<file path="config.mk">
export PLATFORM = sky130hd
export DESIGN_NAME = usc_uart
export DESIGN_NICKNAME = d
export VERILOG_FILES = /design/src/usc_pkg.sv /design/src/usc_queue.sv /design/src/usc_uart.sv
export SDC_FILE = /design/constraint.sdc
export NUM_CORES = 1
export LEC_CHECK = 0
export ABC_CLOCK_PERIOD_IN_PS = 8020
export BUFFER_PORTS_ARGS = -buffer_cell sky130_fd_sc_hd__clkbuf_2
export CORE_MARGIN = 5
export CORE_UTILIZATION = 50
export CTS_CLUSTER_DIAMETER = 150
export DETAILED_ROUTE_END_ITERATION = 8
export PLACE_DENSITY = 0.68
export SYNTH_ARGS = -nofsm -noshare
export SYNTH_HDL_FRONTEND = slang
export SYNTH_SLANG_ARGS = --single-unit
</file>
<file path="constraint.sdc">
create_clock -name ref_clk -period 8.02 [get_ports ref_clk]
set_input_delay 1.203 -clock ref_clk [delete_from_list [all_inputs] [get_ports ref_clk]]
set_output_delay 1.203 -clock ref_clk [all_outputs]
set_load 0.005 [all_outputs]
</file>
<file path="src/usc_pkg.sv">
// constants, field layout and state codes of the serial status and control block
// assumes a 16-bit status/control word mapped on a 32-bit classic wishbone slave
// Behaviour
// [RQ1] tx irq per transfer, or when buffer empties
// [RQ2] select 01 irq after last bit; 11 reserved
// [RQ3] polarity bit flips tx idle level, both codings
// [RQ4] break: start, twelve zeros, stop; self clears
// [RQ5] tx enable clear aborts, flushes, releases pin
// [RQ6] read-only tx buffer full flag
// [RQ7] shifter empty flag, resets one, idle only
// [RQ8] rx select 11 irq when buffer reaches four
// [RQ9] rx select 10 irq when buffer reaches three
// [RQ10] rx select 0x irq on every character
// [RQ11] address detect keeps ninth-bit-set characters only
// [RQ12] rx idle flag, resets one, low receiving
// [RQ13] parity error flag of head character
// [RQ14] framing error flag of head character
// [RQ15] overrun set on overflow; clearing flushes receiver
// [RQ16] data available flag while buffer holds data
// [RQ17] reading rx data advances queue and flags
// [RQ18] format 11 is nine bits, no parity
// [RQ19] software break: enable, request, dummy write
// [RQ20] read-only bits ignore writes; overrun clear only
// [RQ21] reset: controls zero, idle flags one
package usc_pkg;
	localparam logic [3:0] USC_ADR_STATUS = 4'h0;
	localparam logic [3:0] USC_ADR_TXDATA = 4'h4;
	localparam logic [3:0] USC_ADR_RXDATA = 4'h8;
	localparam logic [3:0] USC_ADR_CONFIG = 4'hc;
	localparam int USC_B_TXISEL1 = 15;
	localparam int USC_B_TX_POLARITY_INVERT = 14;
	localparam int USC_B_TXISEL0 = 13;
	localparam int USC_B_TXBRK = 11;
	localparam int USC_B_TXEN = 10;
	localparam int USC_B_TXBF = 9;
	localparam int USC_B_TX_SHIFTER_EMPTY = 8;
	localparam int USC_B_RXISEL1 = 7;
	localparam int USC_B_RXISEL0 = 6;
	localparam int USC_B_ADDRESS_DETECT_ENABLE = 5;
	localparam int USC_B_RX_IDLE_FLAG = 4;
	localparam int USC_B_OVERRUN_ERROR_FLAG = 1;
	localparam int USC_B_RX_DATA_AVAILABLE = 0;
	localparam int USC_B_FMT1 = 1;
	localparam int USC_B_FMT0 = 0;
	localparam int USC_B_INFRARED_CODING_ENABLE = 2;
	localparam int USC_E_FRAMING_ERROR_FLAG = 10;
	localparam int USC_E_PARITY_ERROR_FLAG = 9;
	localparam int USC_E_ADDR = 8;
	localparam int USC_ENTRY_W = 11;
	localparam int USC_DATA_W = 9;
	localparam logic [1:0] USC_FMT_EVEN = 2'h1;
	localparam logic [1:0] USC_FMT_ODD = 2'h2;
	localparam logic [1:0] USC_FMT_NINE = 2'h3;
	localparam logic [1:0] USC_TXI_XFER = 2'h0;
	localparam logic [1:0] USC_TXI_DONE = 2'h1;
	localparam logic [1:0] USC_TXI_EMPTY = 2'h2;
	localparam logic [1:0] USC_RXI_FULL = 2'h3;
	localparam logic [1:0] USC_RXI_3Q = 2'h2;
	localparam int USC_QUEUE_DEPTH = 4;
	localparam int USC_RX_FULL_LEVEL = 4;
	localparam int USC_RX_3Q_LEVEL = 3;
	localparam logic [3:0] USC_LAST_BREAK = 4'hb;
	localparam logic [3:0] USC_LAST_NINE = 4'h8;
	localparam logic [3:0] USC_LAST_EIGHT = 4'h7;
	localparam int USC_BIT_CYCLES = 16;
	localparam int USC_IR_FRACTION = 4;
	localparam int USC_CNT_W = 16;
	typedef enum logic [2:0] {
		USC_TX_IDLE = 3'h0,
		USC_TX_START = 3'h1,
		USC_TX_DATA = 3'h2,
		USC_TX_PAR = 3'h3,
		USC_TX_STOP = 3'h4
	} usc_tx_state_t;
	typedef enum logic [2:0] {
		USC_RX_IDLE = 3'h0,
		USC_RX_START = 3'h1,
		USC_RX_DATA = 3'h2,
		USC_RX_PAR = 3'h3,
		USC_RX_STOP = 3'h4
	} usc_rx_state_t;
endpackage : usc_pkg

</file>
<file path="src/usc_queue.sv">
// character queue of flip-flops, used for both the transmit and receive buffers
// assumes depth is a power of two; flush wins over a push in the same cycle
`timescale 1ns/1ps
`default_nettype none
module usc_queue
	import usc_pkg::*;
#(
	parameter int W = USC_ENTRY_W,
	parameter int DEPTH = USC_QUEUE_DEPTH,
	parameter int CW = $clog2(DEPTH + 1)
)
(
	input wire logic ref_clk,
	input wire logic rst,
	input wire logic push,
	input wire logic [W-1:0] push_data,
	input wire logic pop,
	input wire logic flush,
	output logic [W-1:0] head,
	output logic [CW-1:0] count,
	output logic full,
	output logic empty
);
	localparam int PW = $clog2(DEPTH);
	typedef struct packed {
		logic [DEPTH-1:0][W-1:0] mem;
		logic [PW-1:0] wp;
		logic [PW-1:0] rp;
		logic [CW-1:0] cnt;
	} usc_queue_t;
	usc_queue_t q_reg;
	usc_queue_t q_next;
	logic do_pop;
	logic do_push;
	assign empty = (q_reg.cnt == '0);
	assign full = (q_reg.cnt == CW'(DEPTH));
	assign count = q_reg.cnt;
	assign head = q_reg.mem[q_reg.rp];
	// a full queue still takes a push when the head leaves in the same cycle
	assign do_pop = pop && !empty;
	assign do_push = push && (!full || do_pop);
	always_comb
	begin
		q_next = q_reg;
		if (flush)
		begin
			q_next.wp = '0;
			q_next.rp = '0;
			q_next.cnt = '0;
		end
		else
		begin
			if (do_push)
			begin
				q_next.mem[q_reg.wp] = push_data;
				q_next.wp = q_reg.wp + PW'(1);
			end
			if (do_pop)
				q_next.rp = q_reg.rp + PW'(1);
			q_next.cnt = q_reg.cnt + CW'(do_push) - CW'(do_pop);
		end
	end
	always_ff @(posedge ref_clk or posedge rst)
	begin
		if (rst)
			q_reg <= '0;
		else
			q_reg <= q_next;
	end
endmodule : usc_queue
`default_nettype wire

</file>
<file path="src/usc_uart.sv">
// serial port core: status/control register, transmit and receive shifters
// assumes bit timing comes as a cycle count per bit; wishbone classic slave
//
// Design decisions made here: the Wishbone interface to the registers and the address map.
`timescale 1ns/1ps
`default_nettype none
module usc_uart
	import usc_pkg::*;
#(
	parameter int BIT_CYCLES = USC_BIT_CYCLES,
	parameter int DEPTH = USC_QUEUE_DEPTH
)
(
	input wire logic ref_clk,
	input wire logic rst,
	input wire logic wb_cyc_i,
	input wire logic wb_stb_i,
	input wire logic wb_we_i,
	input wire logic [3:0] wb_adr_i,
	input wire logic [3:0] wb_sel_i,
	input wire logic [31:0] wb_dat_i,
	output logic wb_ack_o,
	output logic [31:0] wb_dat_o,
	input wire logic rx_line_pin,
	output logic tx_line_pin,
	output logic tx_pin_owned,
	output logic tx_irq,
	output logic rx_irq
);
	localparam int CW = $clog2(DEPTH + 1);
	localparam logic [USC_CNT_W-1:0] BIT_END = USC_CNT_W'(BIT_CYCLES - 1);
	localparam logic [USC_CNT_W-1:0] HALF_BIT = USC_CNT_W'(BIT_CYCLES / 2 - 1);
	localparam logic [USC_CNT_W-1:0] IR_CYC = USC_CNT_W'(BIT_CYCLES / USC_IR_FRACTION);
	typedef struct packed {
		logic [1:0] tx_irq_select;
		logic tx_polarity_invert;
		logic tx_break_request;
		logic tx_enable_bit;
		logic [1:0] rx_irq_select;
		logic address_detect_enable;
		logic overrun_error_flag;
		logic [1:0] data_format_select;
		logic infrared_coding_enable;
		logic wb_ack;
		logic [31:0] wb_dat;
		logic [1:0] rx_sync;
		usc_tx_state_t tx_state;
		logic [USC_CNT_W-1:0] tx_cnt;
		logic [3:0] tx_bit;
		logic [USC_DATA_W-1:0] tx_shift;
		logic tx_brk_frame;
		logic tx_par;
		logic tx_line;
		logic tx_owned;
		logic tx_irq;
		usc_rx_state_t rx_state;
		logic [USC_CNT_W-1:0] rx_cnt;
		logic [3:0] rx_bit;
		logic [USC_DATA_W-1:0] rx_shift;
		logic rx_par_bad;
		logic rx_irq;
	} usc_state_t;
	usc_state_t s_reg;
	usc_state_t s_next;
	logic tx_push;
	logic tx_pop;
	logic tx_flush;
	logic [USC_DATA_W-1:0] tx_head;
	logic [CW-1:0] tx_count;
	logic tx_full;
	logic tx_empty;
	logic rx_push;
	logic rx_pop;
	logic rx_flush;
	logic [USC_ENTRY_W-1:0] rx_entry;
	logic [USC_ENTRY_W-1:0] rx_head;
	logic [CW-1:0] rx_count;
	logic [CW-1:0] rx_after;
	logic rx_full;
	logic rx_empty;
	logic take;
	logic nine;
	logic parity_on;
	logic odd;
	logic tx_bit_val;
	logic tx_bit_end;
	logic [3:0] tx_last;
	logic rx_line;
	logic rx_bit_end;
	logic [3:0] rx_last;
	logic rx_accept;
	logic overflow;
	logic overrun_error_flag_clear;
	logic tx_shifter_empty;
	logic [15:0] status_word;
	usc_queue #(.W(USC_DATA_W), .DEPTH(DEPTH)) u_tx_queue (
		.ref_clk(ref_clk),
		.rst(rst),
		.push(tx_push),
		.push_data(wb_dat_i[USC_DATA_W-1:0]),
		.pop(tx_pop),
		.flush(tx_flush),
		.head(tx_head),
		.count(tx_count),
		.full(tx_full),
		.empty(tx_empty)
	);
	usc_queue #(.W(USC_ENTRY_W), .DEPTH(DEPTH)) u_rx_queue (
		.ref_clk(ref_clk),
		.rst(rst),
		.push(rx_push),
		.push_data(rx_entry),
		.pop(rx_pop),
		.flush(rx_flush),
		.head(rx_head),
		.count(rx_count),
		.full(rx_full),
		.empty(rx_empty)
	);
	assign take = wb_cyc_i && wb_stb_i && !s_reg.wb_ack;
	assign nine = (s_reg.data_format_select == USC_FMT_NINE); // [RQ18]
	assign parity_on = (s_reg.data_format_select == USC_FMT_EVEN) || odd;
	assign odd = (s_reg.data_format_select == USC_FMT_ODD);
	assign tx_bit_end = (s_reg.tx_cnt == BIT_END);
	assign tx_last = s_reg.tx_brk_frame ? USC_LAST_BREAK : (nine ? USC_LAST_NINE : USC_LAST_EIGHT);
	assign tx_bit_val = (s_reg.tx_state == USC_TX_START) ? 1'b0 :
		(s_reg.tx_state == USC_TX_DATA) ? s_reg.tx_shift[0] :
		(s_reg.tx_state == USC_TX_PAR) ? s_reg.tx_par : 1'b1;
	assign tx_shifter_empty = (s_reg.tx_state == USC_TX_IDLE) && tx_empty; // [RQ7]
	assign rx_line = s_reg.rx_sync[1];
	assign rx_bit_end = (s_reg.rx_cnt == BIT_END);
	assign rx_last = nine ? USC_LAST_NINE : USC_LAST_EIGHT;
	// address filter only bites in nine-bit format
	assign rx_accept = !(s_reg.address_detect_enable && nine && !s_reg.rx_shift[USC_E_ADDR]); // [RQ11]
	assign rx_entry = {!rx_line, s_reg.rx_par_bad, s_reg.rx_shift};
	assign rx_after = rx_count + CW'(1) - CW'(rx_pop);
	// error flags of an empty queue read zero, not a stale head
	assign status_word = {s_reg.tx_irq_select[1], s_reg.tx_polarity_invert,
		s_reg.tx_irq_select[0], 1'b0, s_reg.tx_break_request, s_reg.tx_enable_bit,
		tx_full, tx_shifter_empty, s_reg.rx_irq_select, s_reg.address_detect_enable,
		s_reg.rx_state == USC_RX_IDLE,
		rx_head[USC_E_PARITY_ERROR_FLAG] && !rx_empty,
		rx_head[USC_E_FRAMING_ERROR_FLAG] && !rx_empty,
		s_reg.overrun_error_flag, !rx_empty}; // [RQ6] [RQ12] [RQ13] [RQ14] [RQ16]
	always_comb
	begin
		s_next = s_reg;
		tx_push = 1'b0;
		tx_pop = 1'b0;
		tx_flush = 1'b0;
		rx_push = 1'b0;
		rx_pop = 1'b0;
		rx_flush = 1'b0;
		overflow = 1'b0;
		overrun_error_flag_clear = 1'b0;
		s_next.wb_ack = 1'b0;
		s_next.tx_irq = 1'b0;
		s_next.rx_irq = 1'b0;
		s_next.rx_sync = {s_reg.rx_sync[0], rx_line_pin};
		s_next.tx_owned = s_reg.tx_enable_bit; // [RQ5]
		// infrared coding sends a short pulse per zero bit and idles at the tx_polarity_invert level
		if (s_reg.infrared_coding_enable)
			s_next.tx_line = (!tx_bit_val && s_reg.tx_cnt < IR_CYC) ^ s_reg.tx_polarity_invert; // [RQ3]
		else
			s_next.tx_line = tx_bit_val ^ s_reg.tx_polarity_invert; // [RQ3]
		if (s_reg.tx_state != USC_TX_IDLE)
			s_next.tx_cnt = tx_bit_end ? '0 : s_reg.tx_cnt + USC_CNT_W'(1);
		if (s_reg.tx_enable_bit)
		begin
			unique case (s_reg.tx_state)
				USC_TX_IDLE:
				begin
					if (!tx_empty)
					begin
						tx_pop = 1'b1;
						s_next.tx_state = USC_TX_START;
						s_next.tx_cnt = '0;
						s_next.tx_bit = '0;
						s_next.tx_brk_frame = s_reg.tx_break_request; // [RQ4]
						s_next.tx_shift = s_reg.tx_break_request ? '0 : tx_head; // [RQ4]
						s_next.tx_par = ^tx_head[USC_LAST_EIGHT:0] ^ odd;
						if (s_reg.tx_irq_select == USC_TXI_XFER)
							s_next.tx_irq = 1'b1; // [RQ1]
						if (s_reg.tx_irq_select == USC_TXI_EMPTY && tx_count == CW'(1))
							s_next.tx_irq = 1'b1; // [RQ1]
					end
				end
				USC_TX_START:
				begin
					if (tx_bit_end)
						s_next.tx_state = USC_TX_DATA;
				end
				USC_TX_DATA:
				begin
					if (tx_bit_end)
					begin
						s_next.tx_shift = s_reg.tx_shift >> 1;
						s_next.tx_bit = s_reg.tx_bit + 4'h1;
						if (s_reg.tx_bit == tx_last)
							s_next.tx_state = (parity_on && !s_reg.tx_brk_frame) ? USC_TX_PAR : USC_TX_STOP;
					end
				end
				USC_TX_PAR:
				begin
					if (tx_bit_end)
						s_next.tx_state = USC_TX_STOP;
				end
				USC_TX_STOP:
				begin
					if (tx_bit_end)
					begin
						s_next.tx_state = USC_TX_IDLE;
						if (s_reg.tx_brk_frame)
							s_next.tx_break_request = 1'b0; // [RQ4]
						if (s_reg.tx_irq_select == USC_TXI_DONE && tx_empty)
							s_next.tx_irq = 1'b1; // [RQ2]
					end
				end
				default:
					s_next.tx_state = USC_TX_IDLE;
			endcase
		end
		if (take)
		begin
			s_next.wb_ack = 1'b1;
			s_next.wb_dat = '0;
			case (wb_adr_i)
				USC_ADR_STATUS:
				begin
					s_next.wb_dat = {16'h0, status_word};
					if (wb_we_i && wb_sel_i[1])
					begin
						s_next.tx_irq_select = {wb_dat_i[USC_B_TXISEL1], wb_dat_i[USC_B_TXISEL0]};
						s_next.tx_polarity_invert = wb_dat_i[USC_B_TX_POLARITY_INVERT];
						s_next.tx_break_request = wb_dat_i[USC_B_TXBRK];
						s_next.tx_enable_bit = wb_dat_i[USC_B_TXEN];
						if (s_reg.tx_enable_bit && !wb_dat_i[USC_B_TXEN])
						begin
							tx_flush = 1'b1; // [RQ5]
							s_next.tx_state = USC_TX_IDLE; // [RQ5]
							s_next.tx_cnt = '0;
						end
						if (!s_reg.tx_enable_bit && wb_dat_i[USC_B_TXEN])
							s_next.tx_irq = 1'b1;
					end
					if (wb_we_i && wb_sel_i[0])
					begin
						s_next.rx_irq_select = {wb_dat_i[USC_B_RXISEL1], wb_dat_i[USC_B_RXISEL0]};
						s_next.address_detect_enable = wb_dat_i[USC_B_ADDRESS_DETECT_ENABLE];
						overrun_error_flag_clear = s_reg.overrun_error_flag && !wb_dat_i[USC_B_OVERRUN_ERROR_FLAG]; // [RQ20]
					end
				end
				USC_ADR_TXDATA:
					tx_push = wb_we_i && wb_sel_i[0];
				USC_ADR_RXDATA:
				begin
					s_next.wb_dat = {23'h0, rx_head[USC_DATA_W-1:0]};
					rx_pop = !wb_we_i; // [RQ17]
				end
				USC_ADR_CONFIG:
				begin
					s_next.wb_dat = {29'h0, s_reg.infrared_coding_enable, s_reg.data_format_select};
					if (wb_we_i && wb_sel_i[0])
					begin
						s_next.data_format_select = {wb_dat_i[USC_B_FMT1], wb_dat_i[USC_B_FMT0]};
						s_next.infrared_coding_enable = wb_dat_i[USC_B_INFRARED_CODING_ENABLE];
					end
				end
				default:
					s_next.wb_dat = '0;
			endcase
		end
		if (s_reg.rx_state != USC_RX_IDLE)
			s_next.rx_cnt = s_reg.rx_cnt + USC_CNT_W'(1);
		unique case (s_reg.rx_state)
			USC_RX_IDLE:
			begin
				if (!rx_line)
				begin
					s_next.rx_state = USC_RX_START; // [RQ12]
					s_next.rx_cnt = '0;
				end
			end
			USC_RX_START:
			begin
				// re-check at mid bit so a glitch is not taken for a start
				if (s_reg.rx_cnt == HALF_BIT)
				begin
					s_next.rx_state = rx_line ? USC_RX_IDLE : USC_RX_DATA;
					s_next.rx_cnt = '0;
					s_next.rx_bit = '0;
					s_next.rx_shift = '0;
					s_next.rx_par_bad = 1'b0;
				end
			end
			USC_RX_DATA:
			begin
				if (rx_bit_end)
				begin
					s_next.rx_cnt = '0;
					s_next.rx_shift[s_reg.rx_bit] = rx_line;
					s_next.rx_bit = s_reg.rx_bit + 4'h1;
					if (s_reg.rx_bit == rx_last)
						s_next.rx_state = parity_on ? USC_RX_PAR : USC_RX_STOP;
				end
			end
			USC_RX_PAR:
			begin
				if (rx_bit_end)
				begin
					s_next.rx_cnt = '0;
					s_next.rx_par_bad = rx_line != (^s_reg.rx_shift[USC_LAST_EIGHT:0] ^ odd); // [RQ13]
					s_next.rx_state = USC_RX_STOP;
				end
			end
			USC_RX_STOP:
			begin
				if (rx_bit_end)
				begin
					s_next.rx_state = USC_RX_IDLE;
					if (rx_accept && rx_full && !rx_pop)
						overflow = 1'b1; // [RQ15]
					else if (rx_accept)
					begin
						rx_push = 1'b1; // [RQ14]
						if (!s_reg.rx_irq_select[1])
							s_next.rx_irq = 1'b1; // [RQ10]
						if (s_reg.rx_irq_select == USC_RXI_FULL && rx_after == CW'(USC_RX_FULL_LEVEL))
							s_next.rx_irq = 1'b1; // [RQ8]
						if (s_reg.rx_irq_select == USC_RXI_3Q && rx_after == CW'(USC_RX_3Q_LEVEL))
							s_next.rx_irq = 1'b1; // [RQ9]
					end
				end
			end
			default:
				s_next.rx_state = USC_RX_IDLE;
		endcase
		// a fresh overflow beats a software clear in the same cycle
		if (overflow)
			s_next.overrun_error_flag = 1'b1; // [RQ15]
		else if (overrun_error_flag_clear)
		begin
			s_next.overrun_error_flag = 1'b0;
			rx_flush = 1'b1; // [RQ15]
			s_next.rx_state = USC_RX_IDLE;
			s_next.rx_cnt = '0;
		end
	end
	always_ff @(posedge ref_clk or posedge rst)
	begin
		if (rst)
		begin
			s_reg <= '0; // [RQ21]
			s_reg.rx_sync <= 2'h3;
			s_reg.tx_line <= 1'b1;
		end
		else
			s_reg <= s_next;
	end
	assign wb_ack_o = s_reg.wb_ack;
	assign wb_dat_o = s_reg.wb_dat;
	assign tx_line_pin = s_reg.tx_line;
	assign tx_pin_owned = s_reg.tx_owned;
	assign tx_irq = s_reg.tx_irq;
	assign rx_irq = s_reg.rx_irq;
endmodule : usc_uart
`default_nettype wire

</file>
==> results of run 1 <==
==> layer usage <==
layer | GRT usage, % | part of all wire [%] | vias to the layer above
li1 | - | - | 3230
met1 | 27.3 | 47 | 3357
met2 | 29.5 | 47 | 137
met3 | 3.39 | 4.5 | 21
met4 | 5.81 | 1.6 | 0
met5 | 0 | 0 | -
==> metrics by stage <==
step	hold slack, ns	utilization, %	power (mW)	setup WS, ns
final	0.357	55.0	2.52	4.40
after global routing	0.360	55.0	2.66	4.18
after CTS	0.358	55.0	2.54	4.43
after detailed placement	0.348	52.1	1.70	3.97
after global placement	0.346	52.1	1.69	4.01
after floorplan	0.345	-	1.59	1.51
==> worst register-to-register path, cell delays in order, from the launching register on <==
cell,delay (ns)
dfrtp_1,0.42
nor4_1,0.72
nand4_1,0.75
nor2_1,0.88
nand2_1,0.38
o22ai_1,0.26
==> layout make-up <==
cell class                 count  share of cell area [%]
sequential                   195                    43.9
multi-input combinational    609                    43.7
clock buffer                  22                    4.44
tap                          270                    3.04
timing repair buffer          53                    2.57
inverter                      45                    1.59
clock inverter                10                   0.776
==> kinds of logic (layout without fill, tap and decap cells) <==
group                    after synthesis  count (layout)
AO/OA/AOI/OAI                        132             132
XOR/XNOR                              42              42
adder cells (fa/ha/maj)               26              26
buffers and inverters                114             130
flip-flops                           195             195
multiplexers                         125             125
other                                  1              17
AND/OR/NAND/NOR                      267             267
==> final timing paths <==
kind | from | to | slack (ns)
max in group asynchronous | rst | u_tx_queue.q_reg[11]$_DFFE_PP0P_ | 5.62
min reg2reg | s_next[72]$_DFF_PP1_ | rx_line$_DFF_PP1_ | 0.36
min in group asynchronous | rst | u_rx_queue.q_reg[32]$_DFFE_PP0P_ | 0.95
min | s_next[72]$_DFF_PP1_ | rx_line$_DFF_PP1_ | 0.36
max reg2reg | s_reg[27]$_DFF_PP0_ | rx_entry[7]$_DFFE_PP0P_ | 4.54
max | wb_adr_i[2] | u_rx_queue.count[2]$_DFF_PP0_ | 4.40
==> power breakdown <==
group / switching (mW) / internal [mW] / leakage (nW)
Combinational: 0.263 / 0.204 / 2.33
Sequential: 0.140 / 1.08 / 2.56
Clock: 0.388 / 0.447 / 0.279
==> placed cells by master, fill, tap and decap left out, types with 9 or more instances in the layout <==
master       n
dfrtp_1    192
nand2_1     71
mux2_2      58
nor2_1      57
clkbuf_2    45
inv_1       43
mux2_4      36
xnor2_1     30
o21ai_0     28
nor3_1      24
a21oi_1     24
ha_1        24
mux4_2      20
nand3_1     17
conb_1      17
clkbuf_16   17
nand4_1     16
a211oi_1    15
or3_1       13
mux2i_1     10
xor2_1      10
o22ai_1     10
a22o_1       9
nor4_1       9
nor2b_1      9
==> metrics.yaml, run 1 <==
outcome:
  status: "finished clean"
synth:
  yosys.area.top_type_share_pct: 46.8
  synthCells: 902
  yosys_register_bits: 195
  syn_area_sq_um: 10300
  synth_most_common_cell: "dfrtp_1"
  synth.avg_cell_area_sq_um: 11.4
  synthMuxAreaShare_pct: 17.1
  seq_area_frac_synth_pct: 47.6
  synth_adder_area_share_pct: 3.31
  synth-compound-area-share_pct: 8.72
  synth_top_family_by_area: "multiplexers"
  synth-edff-count: 0
  synthXorXnorAreaFrac_pct: 3.85
  synthTopCellsByArea: "dfrtp_1 (47%), mux2_2 (6.4%), mux2_4 (5.3%)"
  ys_types: 73
  synth-simple-area-share_pct: 13.6
  synth_ff_type: "dfrtp_1"
  synth-async-reset-ratio_pct: 100
  synth.top_cells.by_count: "dfrtp_1 (192), nand2_1 (71), mux2_2 (58), nor2_1 (57), inv_1 (44)"
  ys_warn_count: 0
  yosysTopAreaCell: "dfrtp_1"
placement:
  gp_congestion: 0.784
  io_buffer_count: 45
  detailed_place_hpwl_mm: 14.8
  placed_cell_area_sq_um: 10500
  dp_cells: 1172
sta:
  timing.setup.tns_ns: 0
  final_hold_viol_count: 0
  grt_setup_unrepaired: "false"
  fmax_mhz: 276
  fin_crit_sh_pct: 45.1
  drv_slew: 0
  worstMarginPinSlew_ns: 1.08
  final.min_clock_period_ns: 3.62
  setup_viol: 0
  relSlewSlack_pct: 27.7
  skew_ns: 0.0118
worst_setup_path:
  required_ns: 8.33
  slowest_stage: "nor4_1"
  slowest_delay_ns: 0.62
  crit_cells: 11
  critPathTopFamily: "simple AND/OR/NAND/NOR gates"
  path_buf_inv: 3
  crit_path_start_kind: "primary input"
  crit_fanout: 10
  critical_path_class: "in2reg"
  worstPathArrival_ns: 3.94
  r2r_cells: 5
  cp-end-kind: "flip-flop"
  crit_path_cell_trace: "clkbuf_2 > or4b_4 > nor4_1 > ha_1 > inv_1 > ha_1 > inv_1 > fa_1 > xor2_1 > xnor2_1 > nor2_1"
hold_path:
  hold_depth: 0
  hold_path_class: "reg2reg"
clocking:
  clk_latency_ns: 0.44
  cts_max_path_buffers: 2
  numCtsBuffers: 17
  postCtsSetupRepairBufs: 0
  ctsHoldBuffers: 0
  ctsHtreeMaxLevel: 4
  cts_resized: 0
  clkTransAtPathRegs_ns: 0.07
  cts_tree: "done"
  ctsRootBufferMaster: "clkbuf_16"
  clkSinkCount: 195
layout:
  n_antenna_cell: 0
  drive_gt1_share_pct: 23.7
  stdcell_count: 1204
  largest_register_ffs: 68
  fillCellCount: 1722
  multi_input_area_sq_um: 4860
  layout.area.seq_sq_um: 4880
  syn_to_final_growth_pct: 8.30
  final_nets: 993
  stdcell_area_sq_um: 11100
detailed_routing:
  drc: 0
  vias: 6745
  ant_nets: 0
  drt-total-wl_mm: 21.3
  viasPerCell: 5.60
  drtIter0Drc: 462
  dr.pass1.iters: 5
  wl_per_cell_microns: 17.7
flow_run:
  cap_violations: 0
power:
  power_density_nw_per_um2: 227
  vdd.ir_drop.worst_uv: 129
  leakage_nw: 5.17
floorplanning:
  die_y_microns: 153
  start_util_pct: 50.7
  num_rows: 52
  placeableCoreArea_sq_um: 20200
  io_pins: 83
  die_width_microns: 153
  die_area_sq_um: 23500
grt:
  grt_overflow: 0
  grt_pass1_vias: 6799
  grt_max_degree: 122
  grt_pass1_wl_mm: 36.0
  antenna_found_initial: 0
  grt_usage_pct: 19.0
Note: power is estimated with default switching activity, not from simulation.
==> run 2: changes to the inputs <==
--- a/config.mk
+++ b/config.mk
@@ -5,7 +5,7 @@
 export SDC_FILE = /design/constraint.sdc
 export NUM_CORES = 1
 export LEC_CHECK = 0
-export ABC_CLOCK_PERIOD_IN_PS = 8020
+export ABC_CLOCK_PERIOD_IN_PS = 3500
 export BUFFER_PORTS_ARGS = -buffer_cell sky130_fd_sc_hd__clkbuf_2
 export CORE_MARGIN = 5
 export CORE_UTILIZATION = 50
==> constraint.sdc (replaced) <==
create_clock -name ref_clk -period 3.5 [get_ports ref_clk]
set_input_delay 0.525 -clock ref_clk [delete_from_list [all_inputs] [get_ports ref_clk]]
set_output_delay 0.525 -clock ref_clk [all_outputs]
set_load 0.005 [all_outputs]
==> metrics.yaml, run 2 (synthesis gave the netlist of run 1 again) <==
power:
  leakage_nw: 5.25  # +1.7%
  vdd.ir_drop.worst_uv: 321  # +150%
  power_density_nw_per_um2: 531  # +130%
worst_setup_path:
  critical_path_class: "reg2reg"
  crit_fanout: 13  # +3
  worstPathArrival_ns: 3.09  # -0.85 ns
  cp-startpoint: "s_reg[21]$_DFF_PP0_"
  r2r-start: "s_reg[21]$_DFF_PP0_"
  required_ns: 3.82  # -4.51 ns
  cp-end-kind: "flip-flop"
  crit_path_start_kind: "flip-flop"
sta:
  grt_setup_unrepaired: "false"
  timing.setup.tns_ns: 0  # unchanged
  drv_slew: 0  # unchanged
  fin_crit_sh_pct: 79.3
  finalWorstSetupSlack_ns: 0.724  # -3.68 ns
  setup_viol: 0  # unchanged
  worstMarginPinSlew_ns: 1.03  # -0.0515 ns
  skew_ns: 0.00862  # -0.00316 ns
  final_hold_viol_count: 0  # unchanged
  final.min_clock_period_ns: 2.78
  hold_ws_ns: 0.163  # -0.194 ns
  fmax_mhz: 360
  relSlewSlack_pct: 31.1  # +3.5 points
clocking:
  numCtsBuffers: 17  # unchanged
  clkTransAtPathRegs_ns: 0.07  # about the same
  clkSinkCount: 195  # unchanged
  ctsHoldBuffers: 0  # unchanged
  ctsHtreeMaxLevel: 4  # unchanged
  postCtsSetupRepairBufs: 0  # unchanged
  ctsRootBufferMaster: "clkbuf_16"
  cts_tree: "done"
  cts_resized: 0  # unchanged
  cts_max_path_buffers: 2  # unchanged
  clk_latency_ns: 0.44  # about the same
placement:
  gp_congestion: 0.836  # +6.6%
  io_buffer_count: 45  # unchanged
  detailed_place_hpwl_mm: 15.0  # +1.4%
  pre_cts_ws_ns: 0.397  # -3.58 ns
floorplanning:
  start_util_pct: 50.7  # unchanged
  placeableCoreArea_sq_um: 20200  # unchanged
  die_area_sq_um: 23500  # unchanged
  die_width_microns: 153  # unchanged
  io_pins: 83  # unchanged
  num_rows: 52  # unchanged
  die_y_microns: 153  # unchanged
detailed_routing:
  ant_nets: 0  # unchanged
  drtIter0Drc: 340  # -26%
  drt-total-wl_mm: 21.3  # about the same
  drc: 0  # unchanged
  dr.pass1.iters: 5  # unchanged
  viasPerCell: 5.59  # -0.16%
  vias: 6796  # +0.76%
  wl_per_cell_microns: 17.5  # -0.90%
grt:
  antenna_found_initial: 0  # unchanged
  grt_overflow: 0  # unchanged
  grt_pass1_vias: 6654  # -2.1%
  grt_pass1_wl_mm: 34.8  # -3.3%
  grt_usage_pct: 18.3  # -0.62 points
  grt_max_degree: 120  # -1.6%
flow_run:
  cap_violations: 0  # unchanged
layout:
  utilization_pct: 55.7  # +0.73 points
  fillCellCount: 1701  # -1.2%
  final_cell_mix: "dfrtp_1 (192), nand2_1 (71), mux2_2 (58)"
  drive_gt1_share_pct: 24.3  # +0.68 points
  mostFrequentLayoutCell: "dfrtp_1"
  n_antenna_cell: 0  # unchanged
  largest_register_ffs: 68  # unchanged
  syn_to_final_growth_pct: 9.74
  final_nets: 1004  # +1.1%
outcome:
  status: "finished clean"
hold_path:
  hp-start: "rx_line_pin"
  hold_path_class: "in2reg"
[run 2: cell count changes in the layout (fill, tap and decap cells not counted)]
cell	before	now
clkinv_4	1	0
buf_12	0	1
bufinv_16	0	4
inv_6	5	1
clkbuf_1	0	2
clkinvlp_4	3	1
inv_8	2	0
buf_4	8	18
clkinv_2	0	4
clkbuf_8	5	4
[run 2: per-layer routing]
layer	part of all wire (%)	track usage, %	wire length (microns)
met3	3.6	3.59	773
met1	47	25.2	9920
met2	48	29.8	10200
met5	0	0	0
met4	1.8	5.30	374
[run 2: final cells by class]
type | count | area (sq um) | area share (%)
Sequential cell | 195 | 4880 | 43.3
Timing Repair Buffer | 64 | 380 | 3.38
Inverter | 45 | 173 | 1.53
Multi-Input combinational cell | 609 | 4860 | 43.1
Clock buffer | 23 | 488 | 4.33
Clock inverter | 9 | 149 | 1.32
Tap cell | 270 | 338 | 3.00
[run 2: critical path: stages (launching register included)]
cell and delay [ns]:
dfrtp_1 0.43, nor4_1 0.69, nand4_1 0.15, buf_4 0.25, nor4_4 0.36, nand2_2 0.37, mux2_4 0.40
[run 2: per-stage QoR]
step | cells | instance area (sq um) | power, mW
2_1_floorplan | 918 | 10300 | 3.63
3_3_place_gp | 1183 | 10600 | 3.89
3_5_place_dp | 1183 | 10600 | 3.93
4_1_cts | 1215 | 11300 | 6.03
5_1_grt | 1215 | 11300 | 6.30
6_report | 1215 | 11300 | 5.98
[run 2: path summary, 6_finish.rpt]
| kind | endpoint | depth (start not counted) | slack, ns |
|---|---|---|---|
| hold / removal | s_next[72]$_DFF_PP1_ | 1 | 0.16 |
| setup reg to reg | u_rx_queue.q_reg[22]$_DFFE_PP0P_ | 6 | 0.72 |
| max in group asynchronous | s_reg[38]$_DFFE_PP0P_ | 3 | 2.73 |
| min in group asynchronous | s_reg[66]$_DFF_PP0_ | 3 | 0.25 |
| setup / recovery | u_rx_queue.q_reg[22]$_DFFE_PP0P_ | 6 | 0.72 |
| hold reg to reg | rx_line$_DFF_PP1_ | 0 | 0.36 |
[run 2: power by group]
part	internal (mW)	total, mW	switching [mW]
combinational	0.488	1.10	0.610
sequential	2.47	2.79	0.318
clock	1.27	2.09	0.818
